## src/shared/nbl_params.svh

```systemverilog
`ifndef NBL_PARAMS_SVH
`define NBL_PARAMS_SVH

// ----------------------------------------
// Bus timing in clock cycles at 10 MHz
// ----------------------------------------
`define NBL_CLK_PERIOD_NS   100
`define NBL_STROBE_LOW_NS   100
`define NBL_STROBE_HIGH_NS  100
`define NBL_STROBE_LOW_CYC  ((`NBL_STROBE_LOW_NS + `NBL_CLK_PERIOD_NS - 1) / `NBL_CLK_PERIOD_NS)
`define NBL_STROBE_HIGH_CYC ((`NBL_STROBE_HIGH_NS + `NBL_CLK_PERIOD_NS - 1) / `NBL_CLK_PERIOD_NS)

// ----------------------------------------
// Commands and address layout
// ----------------------------------------
`define NBL_CMD_READ        8'h00
`define NBL_CMD_READ_CONF   8'h30
`define NBL_ADDR_CYCLES     3'h5
`define NBL_COL_BITS        13
`define NBL_ROW_BITS        18
`define NBL_MAIN_BYTES      13'h1000
`define NBL_SPARE_BYTES     13'h0100
`define NBL_PAGE_BYTES      13'h1100
`define NBL_PAGE_BITS       6
`define NBL_PLANE_ROW_POS   6
`define NBL_DIE_ROW_POS     17
`define NBL_FIFO_DEPTH      8

`endif

```

## src/shared/nbl_pkg.sv

```systemverilog
package nbl_pkg;
   typedef enum logic [3:0] {
      NBL_IDLE   = 4'b0000,
      NBL_CMD    = 4'b0001,
      NBL_ADDR   = 4'b0010,
      NBL_CONF   = 4'b0011,
      NBL_BUSY   = 4'b0100,
      NBL_READ   = 4'b0101,
      NBL_CMDW   = 4'b0110,
      NBL_ADDRW  = 4'b0111,
      NBL_DATAW  = 4'b1000
   } nbl_state_t;

   typedef enum logic [1:0] {
      NBL_OP_READ  = 2'b00,
      NBL_OP_CMD   = 2'b01,
      NBL_OP_ADDR  = 2'b10,
      NBL_OP_DATA  = 2'b11
   } nbl_op_t;
endpackage

```

## src/hw/nbl_fifo.sv

```systemverilog
`timescale 1ns/1ns
`default_nettype none
module nbl_fifo #(
   parameter int WIDTH = 8,
   parameter int DEPTH = 8
) (
   input  wire logic             clk,
   input  wire logic             nrst,
   input  wire logic [WIDTH-1:0] in_data,
   input  wire logic             in_valid,
   output logic                  in_ready,
   output logic      [WIDTH-1:0] out_data,
   output logic                  out_valid,
   input  wire logic             out_ready
);
   localparam int AW = $clog2(DEPTH);

   logic [WIDTH-1:0] mem_q [DEPTH];
   logic [AW-1:0]    wr_q, wr_d, rd_q, rd_d;
   logic [AW:0]      cnt_q, cnt_d;
   logic             push, pop;

   function automatic logic [AW-1:0] nxt(input logic [AW-1:0] p);
      nxt = (p == AW'(DEPTH - 1)) ? '0 : p + 1'b1;
   endfunction

   assign in_ready  = cnt_q != (AW+1)'(DEPTH);
   assign out_valid = cnt_q != '0;
   assign out_data  = mem_q[rd_q];
   assign push      = in_valid && in_ready;
   assign pop       = out_valid && out_ready;

   always_comb begin
      wr_d  = push ? nxt(wr_q) : wr_q;
      rd_d  = pop ? nxt(rd_q) : rd_q;
      cnt_d = cnt_q + (AW+1)'(push) - (AW+1)'(pop);
   end

   always_ff @(posedge clk) begin
      if (!nrst) begin
         wr_q  <= '0;
         rd_q  <= '0;
         cnt_q <= '0;
      end else begin
         wr_q  <= wr_d;
         rd_q  <= rd_d;
         cnt_q <= cnt_d;
      end
      if (push) begin
         mem_q[wr_q] <= in_data;
      end
   end
endmodule
`default_nettype wire

```

## src/hw/nbl_host.sv

```systemverilog
`timescale 1ns/1ns
`default_nettype none
`include "nbl_params.svh"

// Notes on behaviour
// - strobe pulsed low, byte valid at rise
// - hold write protect low across power
// - five address cycles, column then row
// - column cycles carry A7..A0, A12..A8
// - row cycles carry A20..A13, A28..A21
// - fifth cycle carries die and A29
// - spare column forces bits 11..8 zero
// - read is 00h, address, 30h, busy
module nbl_host
   import nbl_pkg::*;
#(
   parameter int FIFO_DEPTH = `NBL_FIFO_DEPTH
) (
   input  wire logic                       clk,
   input  wire logic                       nrst,
   // User side
   input  wire logic                       rd_start,
   input  wire logic [`NBL_COL_BITS-1:0]   rd_col,
   input  wire logic [`NBL_ROW_BITS-1:0]   rd_row,
   input  wire logic [12:0]                rd_len,
   output logic                            rd_ready,
   output logic      [7:0]                 rd_data,
   output logic                            rd_valid,
   input  wire logic                       rd_take,
   input  wire logic                       raw_start,
   input  wire nbl_pkg::nbl_op_t           raw_op,
   input  wire logic [7:0]                 raw_byte,
   input  wire logic                       wp_allow,
   output logic                            flash_busy,
   // Flash pins
   output logic      [7:0]                 io_out,
   output logic                            io_oe,
   input  wire logic [7:0]                 io_in,
   output logic                            cmd_latch,
   output logic                            addr_latch,
   output logic                            write_strobe_n,
   output logic                            read_strobe_n,
   output logic                            chip_select_n,
   output logic                            write_protect_n,
   input  wire logic                       ready_busy_n
);
   nbl_state_t           st_q, st_d;
   logic [3:0]           tmr_q, tmr_d;
   logic [2:0]           acyc_q, acyc_d;
   logic [12:0]          left_q, left_d;
   logic [`NBL_COL_BITS-1:0] col_q, col_d;
   logic [`NBL_ROW_BITS-1:0] row_q, row_d;
   logic [7:0]           byte_q, byte_d;
   logic                 we_n_q, we_n_d, re_n_q, re_n_d;
   logic                 cle_q, cle_d, ale_q, ale_d, ce_n_q, ce_n_d;
   logic                 rb_s1_q, rb_s2_q, fifo_ready, fifo_push;
   logic [7:0]           io_s1_q, io_s2_q;

   // ----------------------------------------
   // Address cycle layout
   // ----------------------------------------
   function automatic logic [7:0] addr_byte(input logic [2:0] n,
                                            input logic [`NBL_COL_BITS-1:0] c,
                                            input logic [`NBL_ROW_BITS-1:0] r);
      logic [`NBL_COL_BITS-1:0] cc;
      cc = c;
      if (cc[12]) begin
         cc[11:8] = 4'h0;
      end
      case (n)
         3'h0:    addr_byte = cc[7:0];
         3'h1:    addr_byte = {3'h0, cc[12:8]};
         3'h2:    addr_byte = r[7:0];
         3'h3:    addr_byte = r[15:8];
         3'h4:    addr_byte = {6'h00, r[17:16]};
         default: addr_byte = 8'h00;
      endcase
   endfunction

   // ----------------------------------------
   // Pin synchronisers
   // ----------------------------------------
   always_ff @(posedge clk) begin
      if (!nrst) begin
         rb_s1_q <= 1'b1;
         rb_s2_q <= 1'b1;
         io_s1_q <= 8'h00;
         io_s2_q <= 8'h00;
      end else begin
         rb_s1_q <= ready_busy_n;
         rb_s2_q <= rb_s1_q;
         io_s1_q <= io_in;
         io_s2_q <= io_s1_q;
      end
   end

   // ----------------------------------------
   // Sequencer
   // ----------------------------------------
   always_comb begin
      st_d      = st_q;
      tmr_d     = tmr_q;
      acyc_d    = acyc_q;
      left_d    = left_q;
      col_d     = col_q;
      row_d     = row_q;
      byte_d    = byte_q;
      we_n_d    = we_n_q;
      re_n_d    = re_n_q;
      cle_d     = cle_q;
      ale_d     = ale_q;
      ce_n_d    = ce_n_q;
      fifo_push = 1'b0;
      if (tmr_q != 4'h0) begin
         tmr_d = tmr_q - 4'h1;
      end
      case (st_q)
         NBL_IDLE: begin
            ce_n_d = 1'b1;
            if (rd_start) begin
               col_d  = rd_col;
               row_d  = rd_row;
               left_d = (rd_len > `NBL_PAGE_BYTES) ? `NBL_PAGE_BYTES : rd_len;
               byte_d = `NBL_CMD_READ;
               ce_n_d = 1'b0;
               cle_d  = 1'b1;
               st_d   = NBL_CMD;
            end else if (raw_start) begin
               byte_d = raw_byte;
               ce_n_d = 1'b0;
               cle_d  = raw_op == NBL_OP_CMD;
               ale_d  = raw_op == NBL_OP_ADDR;
               st_d   = NBL_DATAW;
            end
         end
         NBL_CMD, NBL_ADDR, NBL_CONF, NBL_DATAW: begin
            if (we_n_q && tmr_q == 4'h0) begin
               we_n_d = 1'b0;
               tmr_d  = 4'(`NBL_STROBE_LOW_CYC - 1);
            end else if (!we_n_q && tmr_q == 4'h0) begin
               we_n_d = 1'b1;
               tmr_d  = 4'(`NBL_STROBE_HIGH_CYC);
               st_d   = NBL_CMDW;
            end
         end
         NBL_CMDW: begin
            if (tmr_q == 4'h0) begin
               cle_d = 1'b0;
               ale_d = 1'b0;
               if (byte_q == `NBL_CMD_READ && acyc_q == 3'h0 && left_q != 13'h0 && cle_q) begin
                  ale_d  = 1'b1;
                  byte_d = addr_byte(3'h0, col_q, row_q);
                  acyc_d = 3'h1;
                  st_d   = NBL_ADDR;
               end else if (ale_q && left_q != 13'h0 && acyc_q < `NBL_ADDR_CYCLES) begin
                  ale_d  = 1'b1;
                  byte_d = addr_byte(acyc_q, col_q, row_q);
                  acyc_d = acyc_q + 3'h1;
                  st_d   = NBL_ADDR;
               end else if (ale_q && left_q != 13'h0) begin
                  cle_d  = 1'b1;
                  byte_d = `NBL_CMD_READ_CONF;
                  st_d   = NBL_CONF;
               end else if (cle_q && left_q != 13'h0 && byte_q == `NBL_CMD_READ_CONF) begin
                  tmr_d  = 4'h3;
                  st_d   = NBL_BUSY;
               end else begin
                  st_d   = NBL_IDLE;
               end
            end
         end
         NBL_BUSY: begin
            // Chip select held; a deselect here would not stop the device
            if (tmr_q == 4'h0 && rb_s2_q) begin
               st_d = NBL_READ;
            end
         end
         NBL_READ: begin
            if (left_q == 13'h0) begin
               acyc_d = 3'h0;
               st_d   = NBL_IDLE;
            end else if (re_n_q && tmr_q == 4'h0 && fifo_ready) begin
               re_n_d = 1'b0;
               tmr_d  = 4'(`NBL_STROBE_LOW_CYC + 1);
            end else if (!re_n_q && tmr_q == 4'h0) begin
               re_n_d    = 1'b1;
               fifo_push = 1'b1;
               left_d    = left_q - 13'h1;
               tmr_d     = 4'(`NBL_STROBE_HIGH_CYC);
            end
         end
         default: st_d = NBL_IDLE;
      endcase
   end

   always_ff @(posedge clk) begin
      if (!nrst) begin
         st_q   <= NBL_IDLE;
         tmr_q  <= 4'h0;
         acyc_q <= 3'h0;
         left_q <= 13'h0;
         col_q  <= '0;
         row_q  <= '0;
         byte_q <= 8'h00;
         we_n_q <= 1'b1;
         re_n_q <= 1'b1;
         cle_q  <= 1'b0;
         ale_q  <= 1'b0;
         ce_n_q <= 1'b1;
      end else begin
         st_q   <= st_d;
         tmr_q  <= tmr_d;
         acyc_q <= acyc_d;
         left_q <= left_d;
         col_q  <= col_d;
         row_q  <= row_d;
         byte_q <= byte_d;
         we_n_q <= we_n_d;
         re_n_q <= re_n_d;
         cle_q  <= cle_d;
         ale_q  <= ale_d;
         ce_n_q <= ce_n_d;
      end
   end

   // ----------------------------------------
   // Read data buffer
   // ----------------------------------------
   nbl_fifo #(
      .WIDTH (8),
      .DEPTH (FIFO_DEPTH)
   ) u_fifo (
      .clk       (clk),
      .nrst      (nrst),
      .in_data   (io_s2_q),
      .in_valid  (fifo_push),
      .in_ready  (fifo_ready),
      .out_data  (rd_data),
      .out_valid (rd_valid),
      .out_ready (rd_take)
   );

   assign rd_ready        = st_q == NBL_IDLE;
   assign flash_busy      = !rb_s2_q;
   assign io_out          = byte_q;
   assign io_oe           = st_q != NBL_READ && st_q != NBL_BUSY && !ce_n_q;
   assign cmd_latch       = cle_q;
   assign addr_latch      = ale_q;
   assign write_strobe_n  = we_n_q;
   assign read_strobe_n   = re_n_q;
   assign chip_select_n   = ce_n_q;
   assign write_protect_n = wp_allow && nrst;
endmodule
`default_nettype wire

```

## config.mk

```make
export PLATFORM = sky130hd
export DESIGN_NAME = nbl_host
export DESIGN_NICKNAME = d
export VERILOG_FILES = /design/src/shared/nbl_pkg.sv /design/src/hw/nbl_fifo.sv /design/src/hw/nbl_host.sv
export VERILOG_INCLUDE_DIRS = /design/src /design/src/shared
export SDC_FILE = /design/constraint.sdc
export NUM_CORES = 1
export LEC_CHECK = 0
export BUFFER_PORTS_ARGS = -buffer_cell sky130_fd_sc_hd__buf_2
export CELL_PAD_IN_SITES_DETAIL_PLACEMENT = 1
export CELL_PAD_IN_SITES_GLOBAL_PLACEMENT = 1
export CORE_ASPECT_RATIO = 0.7
export CORE_MARGIN = 8
export CORE_UTILIZATION = 41
export DETAILED_ROUTE_END_ITERATION = 8
export PLACE_DENSITY_LB_ADDON = 0.1
export SLEW_MARGIN = 40
export SYNTH_ARGS = -nofsm -noshare
export SYNTH_HDL_FRONTEND = slang
export SYNTH_SLANG_ARGS = --single-unit
```

## constraint.sdc

```tcl
create_clock -name clk -period 2.98 [get_ports clk]
set_input_delay 0.596 -clock clk [delete_from_list [all_inputs] [get_ports clk]]
set_output_delay 0.596 -clock clk [all_outputs]
set_load 0.03 [all_outputs]
```

Yosys cells after proc, flatten, opt, wreduce, memory -nomap -nowiden. Memory sizes are Yosys's and may differ from the RTL's. A register that Yosys moved wholly into a read port is not among the register bits. Index checks and enable logic that the tools add are counted.

Register bits after elaboration: 96. Latch bits: 0. Memory bits (writable): 64. Bits in read-only memories: 0. Bits of input ports: 69. Output and inout bits: 26. Logic and storage cells: 181. Memories: 1.

Memories: u_fifo.mem_q (words 8, width 8, rd ports 1, clocked after Yosys merged registers in 1, wr ports 1, line nbl_fifo.sv:18) `logic [WIDTH-1:0] mem_q [DEPTH];`.

$add $sub $neg: 7. Multipliers: 0. Div/mod/pow operators: 0. Order comparisons: 2. Equality and inequality tests: 33. Shift-type cells: 0. Multiplexer cells: 73. Bitwise operators: 1. Reduce and logical (&&, ||, !) cells: 45.

Operator list (count): 4-bit two-way mux (19); 13-bit two-way mux (5); 8-bit two-way mux (6); 8-bit one-hot mux with 5 select lines (1); 3-bit two-way mux (12); 13-bit one-hot mux with 2 select lines (1); 1-bit two-way mux (23); 2-bit != test (second input constant) (10); 4-bit one-hot mux with 5 select lines (1); 1-bit logical AND (18); 8-bit one-hot mux with 2 select lines (1); 13-bit greater-than comparator (second input constant) (1); 13-bit logical NOT (1); 13-bit nonzero test (1); 13-bit by 1-bit subtractor with 13-bit output (second input constant) (1); 4-bit by 3-bit equality test with 1-bit output (second input constant) (3); 4-bit one-hot mux with 3 select lines (1); 4-bit AND reduction (3); 2-bit nonzero test (5); 3-bit by 1-bit adder with 3-bit output (second input constant) (3); 3-bit equality test (second input constant) (3); 4-bit by 2-bit equality test with 1-bit output (second input constant) (2); 8-bit by 6-bit equality test with 1-bit output (second input constant) (1); 4-bit logical NOT (2); 27 further kinds (37).

Longest topological paths before layout. Gate-level depths: netlist of the first run.

Word-level depth: 9. Mapped depth: 12. Mapped depth without buffers: 12.

Hierarchy. A second synthesis of the first run with hierarchy kept.

Cells, all modules: 699. Area, all modules: 7493.4 µm².

By module, submodules not included: nbl_host (times used 1, cells an instance 529, area an instance 4322.9 µm², seq. area each 1721.7 µm²); nbl_fifo (times used 1, cells an instance 170, area an instance 3170.5 µm², seq. area each 2182.1 µm²).

Worst setup path after synthesis of the first run. No wires, ideal clock.

Path type: register to register. From: register left_q[0]. To: memory u_fifo.mem_q[2][0] (enable). Setup time: 0.383 ns. Data arrival time: 2.595 ns. Required time: 2.597 ns. Setup slack: 0.001 ns. Cell stages (with the launch flop): 9. Path buffers: 1. Period minus slack after synthesis: 2.979 ns. Cells stage by stage: dfxtp_1 -> inv_1 -> ha_1 -> or3b_2 -> clkbuf_1 -> o41ai_1 -> nor4b_2 -> nand2_1 -> nor3_1.

Longest elaborated chain between the ends: 6.

Ends and longest elaborated chain: from (decl) (line nbl_host.sv:50) `logic [12:0] left_q, left_d;`; from (signal assigned) (line nbl_host.sv:214) `left_q <= left_d;`; 13-bit logical NOT (line nbl_host.sv:179) `if (left_q == 13'h0) begin`; 1-bit two-way mux (line nbl_host.sv:179); 1-bit two-way mux (line nbl_host.sv:117) `case (st_q)`; 1-bit logical AND (line nbl_fifo.sv:30) `assign push = in_valid && in_ready;`; named net u_fifo.push (line nbl_fifo.sv:21) `logic push, pop;`; 1-bit two-way mux (line nbl_fifo.sv:49) `if (push) begin`; 1-bit two-way mux (not written as such) (line nbl_fifo.sv:50) `mem_q[wr_q] <= in_data;`; to (decl) (line nbl_fifo.sv:18).

The timed path passes the listed nets, and every way through them passes these cells.

Worst setup path after layout of the first run.
From: register tmr_q[0]. To: memory u_fifo.mem_q[3][7] (enable).

Longest elaborated chain between the ends: 9. Elaborated cells between the ends (all ways): 11. Those cells by class: mux (6); reduce/logical (5).

Ends and longest elaborated chain: from (decl) (line nbl_host.sv:48) `logic [3:0] tmr_q, tmr_d;`; from (signal assigned) (line nbl_host.sv:212) `tmr_q <= tmr_d;`; 4-bit logical NOT * (line nbl_host.sv:182, nbl_host.sv:185); 1-bit logical AND, on equally long branches (line nbl_host.sv:185, nbl_host.sv:182); 1-bit two-way mux or 1-bit logical AND (tied branches) (line nbl_host.sv:185, nbl_host.sv:182); 1-bit two-way mux * (line nbl_host.sv:182) `end else if (re_n_q && tmr_q == 4'h0 && fifo_ready) begin`; 1-bit two-way mux * (line nbl_host.sv:179); 1-bit two-way mux * (line nbl_host.sv:117); 1-bit logical AND * (line nbl_fifo.sv:30); named net u_fifo.push (line nbl_fifo.sv:21); 1-bit two-way mux * (line nbl_fifo.sv:49); 1-bit two-way mux (not written as such) * (line nbl_fifo.sv:50).

The timed path passes the listed nets; every way through them passes the cells marked *.

==> run_results.csv, run 1 <==
group,metric,value,unit
power,p_total,8.06,mW
power,power.density,939,nW/um^2
route,dr.pass1.iters,5,
critical_path,cp.arrival,2860,ps
global_routing,grt_pass1_vias,5860,
layout,nets,865,
sta,fin_worst_skew,10.6,ps
cts,hold_buffers,0,
sta,rsz0062_at_grt,"yes",
synthesis,yosysSeqAreaShare,54.2,%
layout,final_cells,1022,
global_routing,grt_overflow,0,
synthesis,avgSynthCellArea,10.6,sq um
critical_path,end_kind,"flip-flop",
synthesis,synth_seq_cells,163,
job,maxCapViolCount,0,
synthesis,syn_area,7200,sq um
die,pin_count,95,
sta,timing.final.crit_share,94.4,%
cts,htreeDepth,4,
route,num_vias,5643,
critical_path,worstSetupStartpointType,"flip-flop",
global_routing,grt_max_degree,44,
layout,seqCellArea,3900,sq um
synthesis,postSynthCellCount,677,
critical_path,crit_type,"reg2reg",
route,drtIter0Drc,387,
power,p_leak,3.18,nW
synthesis,yosysWarnings,0,
layout,area_growth,19.3,%
route,drt_wl_total,20200,microns
placed_design,io_buffer_count,94,
global_routing,grt_usage,18.4,%
die,die_area,22100,sq um
die,fp-row-count,40,
layout,final_common_cell,"dfxtp_1",
die,initial_core_util,41.9,%
sta,worst_pin_slew,751,ps
sta,hold_viol_final,0,
global_routing,antenna_found_initial,0,
synthesis,syn_nets,764,
sta,setup_violations,0,
sta,period_minus_slack,2810,ps
power,irDropWorstVdd,466,uV
placed_design,place.gp.congestion,0.832,
synthesis,synth-edff-count,64,
cts,clock_latency,420,ps
die,chipWidth,174,microns
cts,cts_tree,"done",
layout,mostFrequentLayoutCells,"dfxtp_1 (99), buf_2 (94), nand2_1 (92), a21oi_1 (65), edfxtp_1 (64)",
route,postRouteAntennaNets,0,
sta,max-slew-margin-rel,49.8,%
layout,drive_gt1_share,24.8,%
placed_design,hpwl,14800,microns
route,wl_per_cell,19.8,microns
layout,finish.utilization,50.0,%
synthesis,ys.flop_type,"dfxtp_1",
die,die_y,127,microns
route,drc,0,
cts,clk_pin_slew_worst_paths,70,ps
cts,cts_buffer_depth,2,
global_routing,grt_pass1_wl,32200,microns
placed_design,dp_cells,990,
critical_path,cp-startpoint,"tmr_q[0]$_SDFF_PN0_",
cts,clk_root_buffer_cell,"clkbuf_16",
synthesis,synthTopCellsByArea,"dfxtp_1 (28%), edfxtp_1 (27%), mux4_2 (5.0%), nand2_1 (4.8%), a21oi_1 (4.5%)",
cts,cts.sinks,163,
synthesis,synth_top_area_share,27.5,%
synthesis,synthArstFlopShare,0,%
layout,multi_input_area,3070,sq um
route,viasPerCell,5.52,
worst_hold_path,hold_class,"in2reg",
die,core,17200,sq um
cts,cts_buffers,17,
sta,drv_slew,0,
synthesis,yosysTopAreaCell,"dfxtp_1",
critical_path,crit_fanout,8,
sta,worst_hold_slack,356,ps
sta,max_freq,355,MHz
synthesis,synth_cell_types,66,
critical_path,required,3030,ps
layout,antennaDiodeCount,0,
worst_hold_path,hp-start,"ready_busy_n",
critical_path,r2r_start,"tmr_q[0]$_SDFF_PN0_",
cts,cts_setup_buffers,0,
outcome,outcome,"finished, final reports clean",
layout,nFillCells,1906,
cts,post_cts_resized,0,
[layout make-up]
| class | count | area share, % |
|---|---|---|
| Clock buffer | 17 | 4.95 |
| Timing Repair Buffer | 122 | 7.93 |
| Inverter | 21 | 0.918 |
| Sequential cell | 163 | 45.5 |
| Multi-Input combinational cell | 453 | 35.7 |
| Tap cell | 231 | 3.37 |
| Clock inverter | 15 | 1.63 |
[sequential cells by signal, summed over array words and instances, names as in the netlist, 3 cells and up, named ones only]
signal,flops
io_out,8
tmr_q,4
left_q,13
u_fifo.rd_q,3
st_q,4
u_fifo.wr_q,3
io_s1_q,8
row_q,18
col_q,13
acyc_q,3
u_fifo.cnt_q,4
io_s2_q,8
u_fifo.mem_q,64
[worst max-delay path, cell delays in order (launching register included)]
cell and delay (ps):
dfxtp_1 320, inv_1 100, ha_1 230, or3b_2 500
nor4b_2 470, nand2_1 200, nor2_1 620
[layer usage]
layer	GRT usage, %	up-vias	wire [microns]	part of all wire, %
met1	26.8	2798	10300	51
li1	-	2701	-	-
met3	5.45	15	1120	5.6
met2	26.1	129	8610	43
met5	0	-	0	0
met4	4.51	0	172	0.85
[power breakdown]
| part | internal [mW] | switching, mW |
|---|---|---|
| Clock | 1.11 | 0.992 |
| Combinational | 1.15 | 1.90 |
| Sequential | 2.63 | 0.280 |
| Total | 4.89 | 3.17 |
[cell families (layout without fill, tap and decap cells)]
kind of cell | count (synthesis) | in the layout | synth area share [%]
AND/OR/NAND/NOR | 228 | 228 | 16.1
AO/OA/AOI/OAI | 172 | 172 | 15.5
flip-flops | 163 | 163 | 54.2
buffers and inverters | 61 | 175 | 3.22
multiplexers | 29 | 29 | 6.97
adder cells (fa/ha/maj) | 18 | 18 | 3.23
XOR/XNOR | 6 | 6 | 0.730
[metrics by stage]
step | setup WS (ps) | instance area, sq um | TNS, ps
finish | 166 | 8590 | 0
global route | -50.1 | 8590 | -804
CTS | 69.9 | 8590 | 0
detailed placement | 110 | 8020 | 0
global placement | 326 | 8020 | 0
floorplan | 1.17 | 7200 | 0
[synthesized netlist by cell type, drive strengths merged, types with 4 or more instances]
cell type / instances
a211oi: 6
a221oi: 4
nand2: 92
inv: 21
o211ai: 5
o31a: 6
nor2: 39
a22oi: 6
o31ai: 5
nor3: 14
nor2b: 4
mux2: 9
mux4: 16
buf: 6
or3: 9
a21oi: 65
nand3b: 4
dfxtp: 99
and2: 22
a21o: 4
o21ai: 31
a31oi: 8
clkbuf: 34
mux2i: 4
nor4: 6
or4: 7
ha: 17
nand3: 7
edfxtp: 64
nand2b: 9
[worst paths after layout]
kind / endpoint / slack (ps) / cells past startpoint
worst max register to register: u_fifo.mem_q[3][7]$_DFFE_PP_ / 170 / 6
worst min register to register: rb_s2_q$_SDFF_PN1_ / 440 / 1
worst min-delay path: rb_s1_q$_SDFF_PN1_ / 360 / 2
worst max-delay path: u_fifo.mem_q[3][7]$_DFFE_PP_ / 170 / 6
Power figures use the tool's default switching activity.
==> run 2: changes to the inputs <==
--- a/config.mk
+++ b/config.mk
@@ -13,7 +13,7 @@
 export CORE_MARGIN = 8
 export CORE_UTILIZATION = 41
 export DETAILED_ROUTE_END_ITERATION = 8
-export PLACE_DENSITY_LB_ADDON = 0.1
+export PLACE_DENSITY = 0.87
 export SLEW_MARGIN = 40
 export SYNTH_ARGS = -nofsm -noshare
 export SYNTH_HDL_FRONTEND = slang
==> run_results.csv, run 2 (synthesized netlist as in run 1, its figures left out) <==
group,metric,value,unit
cts,cts_tree,"done",
die,core,17200,sq um
cts,clk_pin_slew_worst_paths,70,ps
layout,largest_reg_flops,64,
route,wl_per_cell,21.9,microns
critical_path,required,3280,ps
sta,max_freq,349,MHz
cts,cts_setup_buffers,0,
cts,hold_buffers,0,
route,drtIter0Drc,487,
sta,drv_slew,0,
power,power.density,968,nW/um^2
power,netSwitchingPower,3.35,mW
worst_hold_path,hp-start,"ready_busy_n",
power,power_frac_clock,26.6,%
die,fp-row-count,40,
layout,area_growth,20.4,%
global_routing,grt_usage,20.2,%
power,pwr-share-comb,38.4,%
sta,setup_tns,0,ps
cts,cts_buffer_depth,2,
die,initial_core_util,41.9,%
route,dr.pass1.iters,6,
critical_path,reg2reg_slack,120,ps
power,sw_frac_of_total,40.0,%
critical_path,crit_type,"reg2reg",
placed_design,place.gp.congestion,0.920,
sta,period_minus_slack,2860,ps
layout,nets,866,
sta,max-slew-margin-rel,45.8,%
cts,clock_latency,440,ps
sta,timing.final.crit_share,96.1,%
global_routing,grt_pass1_vias,6274,
layout,finish.utilization,50.5,%
layout,final_common_cell,"dfxtp_1",
global_routing,grt_max_degree,38,
power,irDropWorstVdd,556,uV
placed_design,io_buffer_count,94,
placed_design,hpwl,15900,microns
power,seqPwrFrac,35.0,%
critical_path,cp.arrival,3160,ps
layout,reg.largest.list,"u_fifo.mem_q (64), row_q (18)",
die,die_area,22100,sq um
route,drc,0,
route,num_vias,5947,
route,postRouteAntennaNets,0,
route,viasPerCell,5.81,
critical_path,end_kind,"flip-flop",
sta,hold_viol_final,0,
cts,cts_buffers,17,
cts,clk_root_buffer_cell,"clkbuf_16",
layout,antennaDiodeCount,0,
worst_hold_path,min_path_cells,2,
layout,top_register,"u_fifo.mem_q",
route,drt_wl_total,22400,microns
power,internal-power,5.03,mW
die,chipWidth,174,microns
placed_design,preCtsSetupSlack,89.4,ps
critical_path,r2r-end,"u_fifo.cnt_q[3]$_SDFF_PN0_",
critical_path,worstSetupStartpointType,"flip-flop",
power,p_total,8.38,mW
layout,mostFrequentLayoutCells,"dfxtp_1 (99), buf_2 (94), nand2_1 (92), a21oi_1 (64), edfxtp_1 (64)",
cts,htreeDepth,4,
global_routing,grt_pass1_wl,35200,microns
power,p_leak,3.21,nW
sta,worst_pin_slew,810,ps
sta,layout_setup_ws,115,ps
die,pin_count,95,
outcome,outcome,"finished, final reports clean",
global_routing,antenna_found_initial,0,
job,maxCapViolCount,0,
die,die_y,127,microns
worst_hold_path,hold_class,"in2reg",
critical_path,crit_fanout,5,
worst_hold_path,hold-path-endpoint,"rb_s1_q$_SDFF_PN1_",
critical_path,rr_worst_depth,12,
layout,drive_gt1_share,25.8,%
sta,rsz0062_at_grt,"no",
critical_path,r2r_start,"left_q[0]$_SDFFE_PN0P_",
cts,cts.sinks,163,
sta,setup_violations,0,
sta,fin_worst_skew,15.1,ps
global_routing,grt_overflow,0,
-- run 2: cell types whose count changed in the layout (fill, tap and decap cells not counted), sizes merged --
cell and delta:
inv -3, buf +1, bufinv +1, clkbuf +1, clkinv +1
-- run 2: routing by layer --
metal | up-vias | share of wire (%) | track usage (%)
met2 | 222 | 47 | 32.3
met1 | 2974 | 45 | 26.5
met5 | - | 0 | 0
met4 | 0 | 2.1 | 6.42
met3 | 43 | 6.3 | 5.13
li1 | 2708 | - | -
-- run 2: worst max-delay path, cell delays in order (launching register included) --
cell and delay, ps:
dfxtp_1 340, inv_1 90, ha_2 200, or3b_2 490, o41ai_2 330, buf_4 190, nor4b_2 60, buf_4 180
ha_1 210, a21o_1 220, a21oi_4 190, xnor2_1 170, nor2_1 60
-- run 2: layout make-up --
| cell class | count | area (sq um) |
|---|---|---|
| Inverter | 21 | 78.8 |
| Tap cell | 231 | 289 |
| Multi-Input combinational cell | 453 | 3100 |
| Sequential cell | 163 | 3900 |
| Timing Repair Buffer | 123 | 688 |
| Clock inverter | 14 | 165 |
| Fill cell | 1894 | 8500 |
| Clock buffer | 18 | 439 |
-- run 2: how the worst max path moves through the flow --
stage                           startpoint  depth (start not counted)                            to
floorplan           left_q[0]$_SDFFE_PN0P_                          8  u_fifo.mem_q[2][0]$_DFFE_PP_
finish              left_q[0]$_SDFFE_PN0P_                         12    u_fifo.cnt_q[3]$_SDFF_PN0_
detailed placement     tmr_q[0]$_SDFF_PN0_                          6  u_fifo.mem_q[4][1]$_DFFE_PP_
global placement    acyc_q[0]$_SDFFE_PN0P_                          7        acyc_q[2]$_SDFFE_PN0P_
global route        left_q[0]$_SDFFE_PN0P_                         12    u_fifo.cnt_q[3]$_SDFF_PN0_
CTS                 left_q[0]$_SDFFE_PN0P_                         12    u_fifo.cnt_q[3]$_SDFF_PN0_
-- run 2: repair_timing --
item / CTS / global route
gates resized for setup: 1 / 4
setup endpoints to repair: 1 / 2
endpoints found under the hold margin: 0 / 0
-- run 2: per-stage QoR --
step	std cells	hold WS, ps	area [sq um]
final	1023	349	8660
after global routing	1023	346	8660
after CTS	1023	344	8640
after detailed placement	991	399	8030
after global placement	991	395	8030
after floorplan	677	386	7200
-- run 2: power groups by stage --
stage	clock, mW	sequential, mW	combinational, mW
after floorplan	0	3.02	2.00
after global placement	0	2.94	2.92
after detailed placement	0	2.96	3.07
after CTS	2.25	2.93	3.17
after global routing	2.33	2.97	3.48
final	2.23	2.94	3.22
==> run 3: changes to the inputs <==
--- a/config.mk
+++ b/config.mk
@@ -11,9 +11,10 @@
 export CELL_PAD_IN_SITES_GLOBAL_PLACEMENT = 1
 export CORE_ASPECT_RATIO = 0.7
 export CORE_MARGIN = 8
-export CORE_UTILIZATION = 41
+export CORE_UTILIZATION = 51
+export CTS_BUF_LIST = sky130_fd_sc_hd__clkbuf_4 sky130_fd_sc_hd__clkbuf_8
 export DETAILED_ROUTE_END_ITERATION = 8
-export PLACE_DENSITY = 0.87
+export PLACE_DENSITY = 0.95
 export SLEW_MARGIN = 40
 export SYNTH_ARGS = -nofsm -noshare
 export SYNTH_HDL_FRONTEND = slang
==> constraint.sdc (replaced) <==
create_clock -name clk -period 3.5 [get_ports clk]
set_input_delay 0.7 -clock clk [delete_from_list [all_inputs] [get_ports clk]]
set_output_delay 0.7 -clock clk [all_outputs]
set_load 0.03 [all_outputs]
==> run_results.csv, run 3 (synthesized netlist as in run 1, its figures left out) <==
group,metric,value,unit
cts,cts_tree,"done",
critical_path,worstSetupStartpointType,"flip-flop",
route,drc,0,
power,power_frac_clock,20.3,%
route,postRouteAntennaNets,0,
sta,max-slew-margin-rel,42.9,%
cts,clock_latency,470,ps
sta,setup_violations,0,
sta,rsz0062_at_grt,"no",
sta,worst_pin_slew,853,ps
die,fp-row-count,36,
global_routing,grt_pass1_vias,6290,
placed_design,hpwl,15800,microns
route,viasPerCell,6.20,
layout,finish.utilization,59.3,%
power,pwr-share-comb,40.1,%
cts,cts_buffer_depth,2,
outcome,outcome,"finished, final reports clean",
cts,post_cts_resized,0,
sta,fin_worst_skew,17.7,ps
global_routing,busiest_layer,"met2",
route,wl_per_cell,23.5,microns
power,irDropWorstVdd,498,uV
critical_path,r2r-end,"u_fifo.cnt_q[3]$_SDFF_PN0_",
route,drt_wl_total,22600,microns
critical_path,crit_fanout,8,
global_routing,grt_usage,25.6,%
critical_path,critPathSlowestCell,"or3b_2",
power,netSwitchingPower,2.68,mW
critical_path,crit_type,"reg2reg",
layout,top_register,"u_fifo.mem_q",
layout,reg.largest.list,"u_fifo.mem_q (64), row_q (18)",
die,initial_core_util,51.9,%
critical_path,path_delay_family,"compound AO/OA/AOI/OAI gates",
cts,cts_buffers,17,
sta,max_freq,321,MHz
power,sw_frac_of_total,41.7,%
die,die_y,115,microns
critical_path,crit_cells,12,
cts,cts.sinks,163,
critical_path,cp.arrival,3450,ps
placed_design,io_buffer_count,94,
critical_path,reg2reg_slack,380,ps
cts,hold_buffers,0,
cts,htreeDepth,4,
power,power.density,781,nW/um^2
worst_hold_path,hold_class,"reg2reg",
critical_path,r2r_start,"left_q[0]$_SDFFE_PN0P_",
sta,timing.final.crit_share,89.1,%
sta,period_minus_slack,3120,ps
critical_path,critPathCapture,"u_fifo.cnt_q[3]$_SDFF_PN0_",
global_routing,met1_usage,31.5,%
power,p_leak,3.03,nW
global_routing,grt_max_degree,60,
sta,setup_tns,0,ps
sta,drv_slew,0,
layout,antennaDiodeCount,0,
global_routing,met3_usage,6.27,%
cts,clk_pin_slew_worst_paths,90,ps
die,chipWidth,158,microns
placed_design,place.gp.congestion,0.894,
route,dr.pass1.iters,5,
power,internal-power,3.75,mW
route,num_vias,5972,
layout,nets,848,
critical_path,rr_worst_depth,12,
layout,final_common_cell,"dfxtp_1",
cts,clk_root_buffer_cell,"clkbuf_8",
die,die_area,18200,sq um
layout,area_growth,14.4,%
layout,nFillCells,1563,
critical_path,cp-startpoint,"left_q[0]$_SDFFE_PN0P_",
layout,drive_gt1_share,23.9,%
critical_path,path_cells,"inv_1, ha_1, or3b_2, o41ai_1, buf_4, nor4b_2, buf_4, ha_1, a21o_1, a21oi_1, xnor2_1, nor2_1",
power,seqPwrFrac,39.7,%
die,core,13900,sq um
layout,mostFrequentLayoutCells,"dfxtp_1 (99), buf_2 (94), nand2_1 (91), a21oi_1 (65), edfxtp_1 (64)",
critical_path,required,3840,ps
global_routing,grt_overflow,0,
layout,largest_reg_flops,64,
job,maxCapViolCount,0,
route,drtIter0Drc,595,
sta,hold_viol_final,0,
cts,cts_setup_buffers,0,
global_routing,antenna_found_initial,0,
critical_path,worst_path_largest_cell_delay,590,ps
global_routing,grt_pass1_wl,35200,microns
critical_path,critPathBufInv,3,
critical_path,end_kind,"flip-flop",
global_routing,use_met2,43.5,%
die,pin_count,95,
## run 3: cell count changes in the layout (fill, tap and decap cells not counted), sizes merged
cell,change
clkinvlp,-1
inv,-3
clkbuf,+2
clkinv,+2
buf,-18
## run 3: how the worst min path moves through the flow
stage / start / endpoint / slack, ps / cells past startpoint
floorplan: rb_s1_q$_SDFF_PN1_ / rb_s2_q$_SDFF_PN1_ / 390 / 1
global placement: rb_s1_q$_SDFF_PN1_ / rb_s2_q$_SDFF_PN1_ / 400 / 1
detailed placement: rb_s1_q$_SDFF_PN1_ / rb_s2_q$_SDFF_PN1_ / 400 / 1
CTS: ready_busy_n / rb_s1_q$_SDFF_PN1_ / 410 / 2
global route: ready_busy_n / rb_s1_q$_SDFF_PN1_ / 410 / 2
finish: rb_s1_q$_SDFF_PN1_ / rb_s2_q$_SDFF_PN1_ / 420 / 1
## run 3: cell type report
type	count	area (sq um)	share of cell area (%)
tap	190	238	2.89
multi-input combinational	453	3090	37.6
inverter	21	81.3	0.988
clock buffer	20	256	3.12
timing repair buffer	105	553	6.72
clock inverter	12	109	1.32
sequential	163	3900	47.4
## run 3: power by group through the flow
stage	Clock (mW)	Combinational (mW)	Sequential [mW]
detailed placement	0	2.47	2.58
finish	1.30	2.58	2.55
global placement	0	2.28	2.53
global route	1.39	2.76	2.58
CTS	1.31	2.54	2.54
floorplan	0	1.70	2.57
## run 3: metrics by stage
| step | instances | power [mW] | hold WS [ps] | area, sq um | setup slack [ps] |
|---|---|---|---|---|---|
| floorplan | 677 | 4.28 | 386 | 7200 | 521 |
| global placement | 932 | 4.81 | 395 | 7840 | 645 |
| detailed placement | 932 | 5.05 | 397 | 7860 | 496 |
| CTS | 964 | 6.39 | 410 | 8220 | 423 |
| global route | 964 | 6.73 | 414 | 8230 | 314 |
| finish | 964 | 6.43 | 416 | 8230 | 380 |
## run 3: metal layers
| metal | vias to the layer above | share of wire, % | routed length, microns |
|---|---|---|---|
| li1 | 2668 | - | - |
| met1 | 2953 | 41 | 9320 |
| met2 | 301 | 50 | 11200 |
| met3 | 50 | 7.0 | 1580 |
| met4 | 0 | 2.3 | 517 |
| met5 | - | 0 | 0 |
